**config.mk**
```make
export PLATFORM = sky130hd
export DESIGN_NAME = rnc_top
export DESIGN_NICKNAME = d
export VERILOG_FILES = /design/src/inc/rnc_pkg.sv /design/src/hdl/rnc_top.sv /design/src/hdl/rnc_sync.sv /design/src/hdl/rnc_entropy.sv
export SDC_FILE = /design/constraint.sdc
export NUM_CORES = 1
export LEC_CHECK = 0
export BUFFER_PORTS_ARGS = -buffer_cell sky130_fd_sc_hd__buf_2
export CAP_MARGIN = 30
export CORE_MARGIN = 2
export CORE_UTILIZATION = 54
export DETAILED_ROUTE_END_ITERATION = 7
export HOLD_SLACK_MARGIN = 0.05
export PLACE_DENSITY = 0.83
export REMOVE_ABC_BUFFERS = 1
export SETUP_SLACK_MARGIN = 0.15
export SYNTH_ARGS = -nofsm -noshare
export SYNTH_HDL_FRONTEND = slang
export SYNTH_SLANG_ARGS = --single-unit
```
**constraint.sdc**
```tcl
create_clock -name clock -period 9.6 [get_ports clock]
set_input_delay 1.44 -clock clock [delete_from_list [all_inputs] [get_ports clock]]
set_output_delay 1.44 -clock clock [all_outputs]
set_load 0.02 [all_outputs]
```
**src/inc/rnc_pkg.sv**
```systemverilog
// constants and types shared by the random number control block
package rnc_pkg;
  // register byte offsets
  localparam logic [11:0] ADDR_IDENT   = 12'h000;
  localparam logic [11:0] ADDR_CTRL    = 12'h004;
  localparam logic [11:0] ADDR_FEEDBACK_TAPS_LO = 12'h008;
  localparam logic [11:0] ADDR_FEEDBACK_TAPS_HI = 12'h00c;
  localparam logic [11:0] ADDR_OUT_LO  = 12'h010;
  localparam logic [11:0] ADDR_OUT_HI  = 12'h014;
  localparam logic [11:0] ADDR_SEED_LO = 12'h018;
  localparam logic [11:0] ADDR_SEED_HI = 12'h01c;

  // identification fields, values arbitrary
  localparam logic [15:0] IDENT_BLOCK    = 16'h5a5a;
  localparam logic [7:0]  IDENT_VERSION  = 8'h01;
  localparam logic [7:0]  IDENT_REVISION = 8'h00;
  localparam int          IDENT_BLOCK_LSB   = 16;
  localparam int          IDENT_VERSION_LSB = 8;

  // control word field positions
  localparam int CTRL_SEED_LOAD   = 12;
  localparam int CTRL_CONDITION   = 11;
  localparam int CTRL_SHIFT_EVERY = 10;
  localparam int CTRL_PSEUDO_EN   = 9;
  localparam int CTRL_TRUE_EN     = 8;
  localparam int CTRL_LEN_MSB     = 7;
  localparam int CTRL_STORED_MSB  = 11;
  localparam int CTRL_ZERO_WIDTH  = 19;

  // reset values
  localparam logic [11:0] CTRL_RESET    = 12'h064;
  localparam logic [31:0] FEEDBACK_TAPS_RESET    = 32'hffff0000;
  localparam logic [31:0] OUT_RESET     = 32'hffffffff;
  localparam logic [63:0] SEED_RESET    = 64'h0;

  // generator geometry
  localparam int          LFSR_WIDTH = 64;
  localparam logic [7:0]  LFSR_MAXLEN = 8'h40;
  localparam int          RING_COUNT = 4;
  localparam int          SYNC_STAGES = 2;

  // bias corrector pairing states
  typedef enum logic [1:0] {
    PAIR_FIRST  = 2'b01,
    PAIR_SECOND = 2'b10
  } rnc_pair_e;
endpackage

```
**src/hdl/rnc_top.sv**
```systemverilog
// random number unit: apb registers, seed load and lfsr generator
// Functional notes
// - identification word holds 16-bit id, 8-bit version, 8-bit revision.
// - setting control bit 12 copies true seed into generator, then self-clears.
// - control bit 11 picks bias corrector when set, xor tree when clear.
// - bit 10 set shifts every cycle; clear shifts after value is taken.
// - pseudo generator runs only while control bit 9 is set.
// - true random source runs only while control bit 8 is set.
// - polynomial length in bits comes from control bits 7 to 0.
// - control bits 31 to 13 read zero and ignore writes.
// - 64-bit polynomial sits in two words, low half first.
// - seed load moves both captured seed words into both output words.
// - reverse-shift lfsr, top tap at bit 0, length sets feedback point.
`timescale 1ns/1ps
module rnc_top (
  // clock and reset
  input  wire logic                           clock,
  input  wire logic                           reset,
  // apb slave
  input  wire logic                           psel,
  input  wire logic                           penable,
  input  wire logic                           pwrite,
  input  wire logic [11:0]                    paddr,
  input  wire logic [31:0]                    pwdata,
  output logic      [31:0]                    prdata,
  output logic                                pready,
  output logic                                pslverr,
  // ring oscillator samples
  input  wire logic [rnc_pkg::RING_COUNT-1:0] ringRaw
);
  localparam int W = rnc_pkg::LFSR_WIDTH;

  logic [rnc_pkg::CTRL_STORED_MSB:0] ctrl_reg;
  logic [rnc_pkg::CTRL_STORED_MSB:0] ctrl_next;
  logic                              load_reg;
  logic                              load_next;
  logic [W-1:0]                      feedback_taps_reg;
  logic [W-1:0]                      feedback_taps_next;
  logic [W-1:0]                      state_reg;
  logic [W-1:0]                      state_next;
  logic                              taken_reg;
  logic                              taken_next;
  logic [31:0]                       rdata_reg;
  logic [31:0]                       rdata_next;

  logic [rnc_pkg::RING_COUNT-1:0]    ringBits;
  logic [W-1:0]                      seedWord;
  logic                              setup;
  logic                              access;
  logic                              wrEn;
  logic                              rdLoDone;
  logic                              advance;
  logic [W-1:0]                      lenMask;
  logic [7:0]                        effLen;
  logic                              feedback;

  // decoders used by write and error paths
  function automatic logic isMapped(input logic [11:0] a);
    isMapped = a <= rnc_pkg::ADDR_SEED_HI && a[1:0] == 2'b00;
  endfunction

  function automatic logic isWritable(input logic [11:0] a);
    isWritable = a == rnc_pkg::ADDR_CTRL || a == rnc_pkg::ADDR_FEEDBACK_TAPS_LO
              || a == rnc_pkg::ADDR_FEEDBACK_TAPS_HI || a == rnc_pkg::ADDR_OUT_LO
              || a == rnc_pkg::ADDR_OUT_HI;
  endfunction

  // length 0 or above the register width falls back to full width
  function automatic logic [7:0] clampLen(input logic [7:0] len);
    if (len == 8'h00 || len > rnc_pkg::LFSR_MAXLEN) begin
      clampLen = rnc_pkg::LFSR_MAXLEN;
    end else begin
      clampLen = len;
    end
  endfunction

  rnc_sync #(
    .WIDTH (rnc_pkg::RING_COUNT)
  ) u_sync (
    .clock  (clock),
    .reset  (reset),
    .async  (ringRaw),
    .synced (ringBits)
  );

  rnc_entropy u_entropy (
    .clock        (clock),
    .reset        (reset),
    .enable       (ctrl_reg[rnc_pkg::CTRL_TRUE_EN]),
    .useCorrector (ctrl_reg[rnc_pkg::CTRL_CONDITION]),
    .ringBits     (ringBits),
    .seedWord     (seedWord)
  );

  // bus phases; no wait states, so every access completes
  assign setup    = psel && !penable;
  assign access   = psel && penable;
  assign wrEn     = access && pwrite && isWritable(paddr);
  assign rdLoDone = access && !pwrite && paddr == rnc_pkg::ADDR_OUT_LO;
  assign pready   = 1'b1;
  assign pslverr  = access && (!isMapped(paddr) || (pwrite && !isWritable(paddr)));
  assign prdata   = rdata_reg;

  // read data registered in the setup cycle, presented in access
  always_comb begin
    rdata_next = rdata_reg;
    if (setup) begin
      case (paddr)
        rnc_pkg::ADDR_IDENT: begin
          rdata_next = {rnc_pkg::IDENT_BLOCK, rnc_pkg::IDENT_VERSION,
                        rnc_pkg::IDENT_REVISION};
        end
        rnc_pkg::ADDR_CTRL: begin
          rdata_next = {{rnc_pkg::CTRL_ZERO_WIDTH{1'b0}}, load_reg, ctrl_reg};
        end
        rnc_pkg::ADDR_FEEDBACK_TAPS_LO: rdata_next = feedback_taps_reg[31:0];
        rnc_pkg::ADDR_FEEDBACK_TAPS_HI: rdata_next = feedback_taps_reg[W-1:32];
        rnc_pkg::ADDR_OUT_LO:  rdata_next = state_reg[31:0];
        rnc_pkg::ADDR_OUT_HI:  rdata_next = state_reg[W-1:32];
        rnc_pkg::ADDR_SEED_LO: rdata_next = seedWord[31:0];
        rnc_pkg::ADDR_SEED_HI: rdata_next = seedWord[W-1:32];
        default:               rdata_next = 32'h0;
      endcase
    end
  end

  // control word and seed load request
  always_comb begin
    ctrl_next = ctrl_reg;
    load_next = 1'b0;
    if (wrEn && paddr == rnc_pkg::ADDR_CTRL) begin
      // upper bits are dropped here
      ctrl_next = pwdata[rnc_pkg::CTRL_STORED_MSB:0];
      load_next = pwdata[rnc_pkg::CTRL_SEED_LOAD];
    end
  end

  // polynomial words
  always_comb begin
    feedback_taps_next = feedback_taps_reg;
    if (wrEn && paddr == rnc_pkg::ADDR_FEEDBACK_TAPS_LO) begin
      feedback_taps_next[31:0] = pwdata;
    end
    if (wrEn && paddr == rnc_pkg::ADDR_FEEDBACK_TAPS_HI) begin
      feedback_taps_next[W-1:32] = pwdata;
    end
  end

  // lfsr feedback: tap bit i stands for x^(len-i)
  always_comb begin
    effLen   = clampLen(ctrl_reg[rnc_pkg::CTRL_LEN_MSB:0]);
    lenMask  = {W{1'b1}} >> (8'(W) - effLen);
    feedback = ^(state_reg & feedback_taps_reg & lenMask);
  end

  // shift policy; taken flag remembers a read not yet consumed
  always_comb begin
    advance = ctrl_reg[rnc_pkg::CTRL_PSEUDO_EN]
           && (ctrl_reg[rnc_pkg::CTRL_SHIFT_EVERY] || taken_reg);
    taken_next = taken_reg;
    if (advance || ctrl_reg[rnc_pkg::CTRL_SHIFT_EVERY]) begin
      taken_next = 1'b0;
    end
    if (rdLoDone && !ctrl_reg[rnc_pkg::CTRL_SHIFT_EVERY]) begin
      taken_next = 1'b1;
    end
  end

  // generator state: bus write, then seed load, then shift
  always_comb begin
    state_next = state_reg;
    if (load_reg) begin
      state_next = seedWord;
    end else if (advance) begin
      state_next = ((state_reg >> 1) & lenMask)
                 | ({{(W-1){1'b0}}, feedback} << (effLen - 8'h01));
    end
    if (wrEn && paddr == rnc_pkg::ADDR_OUT_LO) begin
      state_next[31:0] = pwdata;
    end
    if (wrEn && paddr == rnc_pkg::ADDR_OUT_HI) begin
      state_next[W-1:32] = pwdata;
    end
  end

  always_ff @(posedge clock or posedge reset) begin
    if (reset) begin
      ctrl_reg  <= rnc_pkg::CTRL_RESET;
      load_reg  <= 1'b0;
      feedback_taps_reg  <= {rnc_pkg::FEEDBACK_TAPS_RESET, rnc_pkg::FEEDBACK_TAPS_RESET};
      state_reg <= {rnc_pkg::OUT_RESET, rnc_pkg::OUT_RESET};
      taken_reg <= 1'b0;
      rdata_reg <= 32'h0;
    end else begin
      ctrl_reg  <= ctrl_next;
      load_reg  <= load_next;
      feedback_taps_reg  <= feedback_taps_next;
      state_reg <= state_next;
      taken_reg <= taken_next;
      rdata_reg <= rdata_next;
    end
  end
endmodule // rnc_top

```
**src/hdl/rnc_sync.sv**
```systemverilog
// two-flop synchroniser for the ring oscillator samples
`timescale 1ns/1ps
module rnc_sync #(
  parameter int WIDTH = 4
) (
  // clock and reset
  input  wire logic             clock,
  input  wire logic             reset,
  // asynchronous in, synchronous out
  input  wire logic [WIDTH-1:0] async,
  output logic      [WIDTH-1:0] synced
);
  logic [WIDTH-1:0] meta_reg;
  logic [WIDTH-1:0] meta_next;
  logic [WIDTH-1:0] sync_reg;
  logic [WIDTH-1:0] sync_next;

  // first stage is read only by the second
  always_comb begin
    meta_next = async;
    sync_next = meta_reg;
  end

  always_ff @(posedge clock or posedge reset) begin
    if (reset) begin
      meta_reg <= '0;
      sync_reg <= '0;
    end else begin
      meta_reg <= meta_next;
      sync_reg <= sync_next;
    end
  end

  assign synced = sync_reg;
endmodule // rnc_sync

```
**src/hdl/rnc_entropy.sv**
```systemverilog
// entropy conditioning and seed capture for the true random source
`timescale 1ns/1ps
module rnc_entropy (
  // clock and reset
  input  wire logic                            clock,
  input  wire logic                            reset,
  // control
  input  wire logic                            enable,
  input  wire logic                            useCorrector,
  // synchronised ring samples
  input  wire logic [rnc_pkg::RING_COUNT-1:0]  ringBits,
  // captured seed
  output logic      [rnc_pkg::LFSR_WIDTH-1:0]  seedWord
);
  rnc_pkg::rnc_pair_e               pair_reg;
  rnc_pkg::rnc_pair_e               pair_next;
  logic                             first_reg;
  logic                             first_next;
  logic [rnc_pkg::LFSR_WIDTH-1:0]   seed_reg;
  logic [rnc_pkg::LFSR_WIDTH-1:0]   seed_next;
  logic                             bitValid;
  logic                             bitValue;

  always_comb begin
    pair_next  = pair_reg;
    first_next = first_reg;
    seed_next  = seed_reg;
    bitValid   = 1'b0;
    bitValue   = ^ringBits;
    if (enable) begin
      if (useCorrector) begin
        // unequal pairs only; removes bias at the cost of throughput
        case (pair_reg)
          rnc_pkg::PAIR_FIRST: begin
            first_next = ringBits[0];
            pair_next  = rnc_pkg::PAIR_SECOND;
          end
          rnc_pkg::PAIR_SECOND: begin
            bitValid  = first_reg != ringBits[0];
            bitValue  = first_reg;
            pair_next = rnc_pkg::PAIR_FIRST;
          end
          default: pair_next = rnc_pkg::PAIR_FIRST;
        endcase
      end else begin
        bitValid  = 1'b1;
        pair_next = rnc_pkg::PAIR_FIRST;
      end
      if (bitValid) begin
        seed_next = {seed_reg[rnc_pkg::LFSR_WIDTH-2:0], bitValue};
      end
    end
  end

  always_ff @(posedge clock or posedge reset) begin
    if (reset) begin
      pair_reg  <= rnc_pkg::PAIR_FIRST;
      first_reg <= 1'b0;
      seed_reg  <= rnc_pkg::SEED_RESET;
    end else begin
      pair_reg  <= pair_next;
      first_reg <= first_next;
      seed_reg  <= seed_next;
    end
  end

  assign seedWord = seed_reg;
endmodule // rnc_entropy

```
After elaboration in Yosys (flattened, before gate mapping):

Index checks and enable logic that the tools add are counted.

* add/sub/neg operators: 2
* order comparisons: 2
* equality and inequality tests: 10
* shifts and indexed selects: 2
* mux-type cells: 16
* bitwise gates (word level): 4
* reduce and logical (&&, ||, !) cells: 39

Operators with widths (number)
* $pmux 32 s8: 1
* $and 64x64->64: 2
* $mux 64: 2
* $and 63x64->64: 1
* $mux 32: 2
* $or 64x64->64: 1
* $reduce_xor 64->1: 1
* $shl 1x8->64: 1
* $shr 64x8->64 const A: 1
* $eq 12x5->1 const B: 4
* $eq 12x4->1 const B: 2
* $logic_and 1x1->1: 16
* $eq 12x3->1 const B: 1
* $le 12x5->1 const B: 1
* $logic_not 12->1: 1
* $gt 8x7->1 const B: 1
* $logic_not 8->1: 1
* $logic_or 1x1->1: 8
* $mux 1: 8
* $mux 8: 1
* $sub 7x8->8 const A: 1
* $sub 8x1->8 const B: 1
* $reduce_bool 3->1: 2
* $logic_not 1->1: 5
* 9 further kinds: 10

* flip-flop bits (word level): 249
* output and inout port bits: 34
* logic and storage cells: 88

Longest topological paths before layout:

* depth in word-level cells: 12
* gate-level depth with buffers: 23

By module:

Synthesis repeated with hierarchy kept, for this count alone.

* cells, all modules: 1564
* area, all modules: 15368.5 um2

By module, submodules not included
* rnc_top: instances 1, cells each 1403, area each 12291.8 um2, seq. area each 4478.0 um2
* rnc_entropy: instances 1, cells each 152, area each 2872.8 um2, seq. area each 1677.9 um2
* rnc_sync: instances 1, cells each 9, area each 203.9 um2, seq. area each 200.2 um2

Least setup slack after synthesis:

Ideal clock, no wire load.

* path type: register to register
* start: register ctrl_reg[6] (netlist bit)
* end: register state_reg[57]
* library setup time: 94 ps
* arrival: 5739 ps
* data required time: 9506 ps
* path slack: 3766 ps
* cell stages (with the launch flop): 21
* clock period less this slack: 5834 ps
* cells stage by stage: dfstp_2 clkbuf_1 nor3b_1 clkbuf_1 clkinv_1 ha_1 clkbuf_1 nand2b_1 a2111o_1 or2_2 a21oi_1 nor3_1 a2111oi_1 xor2_1 xnor3_1 xnor3_2 xor2_2 buf_6 nand2_4 or4_1 a311oi_1

* word-level cells in the longest chain between the ends: 12

Ends and longest elaborated chain
* from (decl): line rnc_top.sv:33 `logic [rnc_pkg::CTRL_STORED_MSB:0] ctrl_reg;`
* from (signal assigned): line rnc_top.sv:188 `ctrl_reg <= rnc_pkg::CTRL_RESET;`
* from (signal assigned): line rnc_top.sv:195 `ctrl_reg <= ctrl_next;`
* $gt 8x7->1 or $logic_not 8->1 (tied branches): line rnc_top.sv:70 `if (len == 8'h00 || len > rnc_pkg::LFSR_MAXLEN) begin`
* $logic_or 1x1->1: line rnc_top.sv:70
* $mux 8 *: line rnc_top.sv:70
* $sub 7x8->8: line rnc_top.sv:152 `lenMask = {W{1'b1}} >> (8'(W) - effLen);`
* $shr 64x8->64: line rnc_top.sv:152
* $and 64x64->64: line rnc_top.sv:153 `feedback = ^(state_reg & feedback_taps_reg & lenMask);`
* $reduce_xor 64->1: line rnc_top.sv:153
* $shl 1x8->64: line rnc_top.sv:176 `| ({{(W-1){1'b0}}, feedback} << (effLen - 8'h01));`
* $or 64x64->64 *: line rnc_top.sv:176
* $mux 64 *: line rnc_top.sv:174 `end else if (advance) begin`
* $mux 64 *: line rnc_top.sv:172 `if (load_reg) begin`
* $mux 32 *: line rnc_top.sv:181 `if (wrEn && paddr == rnc_pkg::ADDR_OUT_HI) begin`
* to (signal assigned): line rnc_top.sv:191 `state_reg <= {rnc_pkg::OUT_RESET, rnc_pkg::OUT_RESET};`
* to (signal assigned): line rnc_top.sv:198 `state_reg <= state_next;`
* to (decl): line rnc_top.sv:39 `logic [W-1:0] state_reg;`

Every way passes the cells marked *; elsewhere a longest branch is shown, timed or not. The select of a mux whose other input is x is not followed.
A chain may end at the register's enable or synchronous reset.

Worst setup path after layout:

* start: register ctrl_reg[0] (netlist bit)
* end: register state_reg[59]

The elaborated chain is that of the path after synthesis.

==> impl_metrics.ini <==
[floorplanning]
core_area_um2 = 26900
rows = 60
dieArea_um2 = 28700
ios = 87
start_util = 0.549
die_w_um = 169
die_h_um = 169

[worst_setup_path]
cp.arrival_ps = 7940
crit_required_ps = 10060
crit_path_end_kind = register
path_class = register to register
worst-path-max-fanout = 19
r2r_slack_ps = 2120
worst_setup_path_start_kind = register
reg2reg_depth = 17

[final_layout]
multi_input_area_um2 = 7950
fillers = 2252
final_layout_size_suffix_gt1_frac = 0.292
regArea_um2 = 6360
area_delta_synth_final_pct = 11.9
final_nets = 1615

[timing]
layout_setup_ws_ps = 2120
worst_slew_pin_slew_ps = 1090
setup_viol = 0
fin_tns_setup_ps = 0
hold_viol_final = 0
relSlewSlack = 0.273
drv_slew = 0
fin_crit_sh = 0.779
finClkSkew_ps = 25.6
rsz0062_at_grt = no
finalCriticalPeriod_ps = 7480
fmax_mhz = 134

[grt]
grt_max_degree = 109
met1_usage = 0.533
grt_pass1_wl_um = 85000
grt_pass1_vias = 13500
globalRouteMet3Util = 0.0933
grt_use_total = 0.389
grt_overflow = 0
grt_use_met2 = 0.583
antenna_found_initial = 0
busiest_layer = met2

[worst_hold_path]
whs_path_depth = 0
min_path_type = register to register

[clock_tree]
cts_max_path_buffers = 3
clockRootBuffer = clkbuf_16
cts_hold_buf = 0
cts_tree = done
clk_latency_ps = 560
numCtsBuffers = 27
postCtsSetupRepairBufs = 0
clkTransAtPathRegs_ps = 70
clock-sinks = 249
cts.repair.resized = 0
htree_levels = 1

[drt]
vias = 14300
avgViaCountPerCell = 7.44
drt_iter0_markers = 2432
wire_per_inst_um = 29.3
drc = 0
wirelength_um = 56400
drt.antenna.violating_nets = 0
drt_pass1_iterations = 8

[pwr]
max-vdd-ir-drop_mv = 0.134
pwr_density_cell_nw_per_um2 = 142
leakage_uw = 0.00671

[synthesis]
postSynthCellCount = 1530
synth_ff_type = dfrtp_1
synth-seq-cells = 249
synth.area.top_cells = dfrtp_1, dfstp_2, mux2_2
ys_types = 91
yosys_warnings = 0
yosysSeqAreaShare = 0.431
syn-cell-area_um2 = 14800
synthArstFlopShare = 1.00
postSynthAreaPerCell_um2 = 9.64
yosysTopAreaCellShare = 0.253
yosysTopAreaCell = dfrtp_1
synth-edff-count = 0

[outcome]
status = finished clean

[placement]
io_buffers = 85
dp_hpwl_um = 37800
pre_cts_ws_ps = 2430
place.gp.congestion = 1.08

[run]
max_cap_violations = 0
stage by stage:
stage | cells | power [uW] | hold WS (ps) | util | instance area [um^2]
5_1_grt | 1922 | 2400 | 356 | 0.614 | 16500
6_report | 1923 | 2350 | 336 | 0.615 | 16500
3_5_place_dp | 1871 | 1220 | 337 | 0.577 | 15500
4_1_cts | 1920 | 2350 | 342 | 0.613 | 16500
3_3_place_gp | 1867 | 1220 | 333 | 0.576 | 15500
2_1_floorplan | 1405 | 1160 | 331 | - | 14200
layout make-up:
type / count / area share
Antenna cell: 1 / 0.000152
Clock buffer: 34 / 0.0455
Clock inverter: 15 / 0.0130
Inverter: 8 / 0.00227
Multi-Input combinational cell: 1148 / 0.481
Sequential cell: 249 / 0.385
Tap cell: 341 / 0.0258
Timing Repair Buffer: 127 / 0.0469
cell usage in the layout (no fill, tap or decap), drive strengths merged, types with 41 or more instances in the layout:
cell   count
a21oi     98
a31oi     49
buf      127
dfrtp    149
dfstp    100
mux2     143
nand2    172
nand3     41
nor2     115
o21ai     96
synthesized netlist by cell type, types with 8 or more instances:
library cell,n
mux2i_1,12
buf_1,11
a21oi_1,98
a222oi_1,37
o31ai_1,8
a311oi_1,8
dfrtp_1,149
o21ai_0,89
nor2_1,115
nor3_1,33
a22oi_1,18
or3_1,12
mux2_2,143
o2111ai_1,11
a221oi_1,36
xor2_1,10
xnor2_1,31
and3_1,18
a211oi_1,18
o211ai_1,23
nand4_1,11
a22o_1,9
dfstp_2,100
nor2b_1,9
nand2_1,171
a31oi_1,49
nand3_1,39
clkbuf_1,102
critical path, cell delays in order (launching register included):
cell	delay, ps
dfrtp_1	500
nor3b_2	210
buf_4	260
clkinv_1	380
ha_1	610
nand2b_1	310
a2111o_1	680
or2_2	440
a21oi_1	210
nor3_1	70
a2111oi_1	870
xor2_1	250
xnor3_1	390
xnor3_2	430
xor2_2	630
and3_1	660
o2111ai_1	230
a31oi_1	220
report_power, final:
| group | switching (uW) | internal, uW | total [uW] | leakage, uW |
|---|---|---|---|---|
| clock network | 453 | 689 | 1140 | 0.000482 |
| logic | 89.5 | 37.2 | 127 | 0.00319 |
| registers | 10.1 | 1070 | 1080 | 0.00304 |
| total | 552 | 1800 | 2350 | 0.00671 |
layer usage:
metal | up-vias | share of wire
met1 | 7043 | 0.39
met4 | 0 | 0.053
met3 | 211 | 0.13
met2 | 1180 | 0.43
li1 | 5879 | -
met5 | - | 0
path summary, 6_finish.rpt:
path / startpoint / end
worst max-delay path: ctrl_reg[0] / state_reg[59]
worst min-delay path: u_sync.meta_reg[2] / u_sync.synced[2]
worst max register to register: ctrl_reg[0] / state_reg[59]
worst min register to register: u_sync.meta_reg[2] / u_sync.synced[2]
max in group asynchronous: reset / u_entropy.seedWord[23]
min in group asynchronous: reset / feedback_taps_reg[34]
kinds of logic (layout without fill, tap and decap cells):
kind of cell,count (synthesis),count (layout),synth area share
compound gates,480,480,0.229
simple gates,459,459,0.145
flops,249,249,0.431
mux,156,156,0.119
buf+inv,133,184,0.0365
xor+xnor,50,50,0.0373
fa+ha+maj,2,2,0.00153
other cells,1,2,0.000254
No activity file was read; power rests on OpenSTA's default activity.
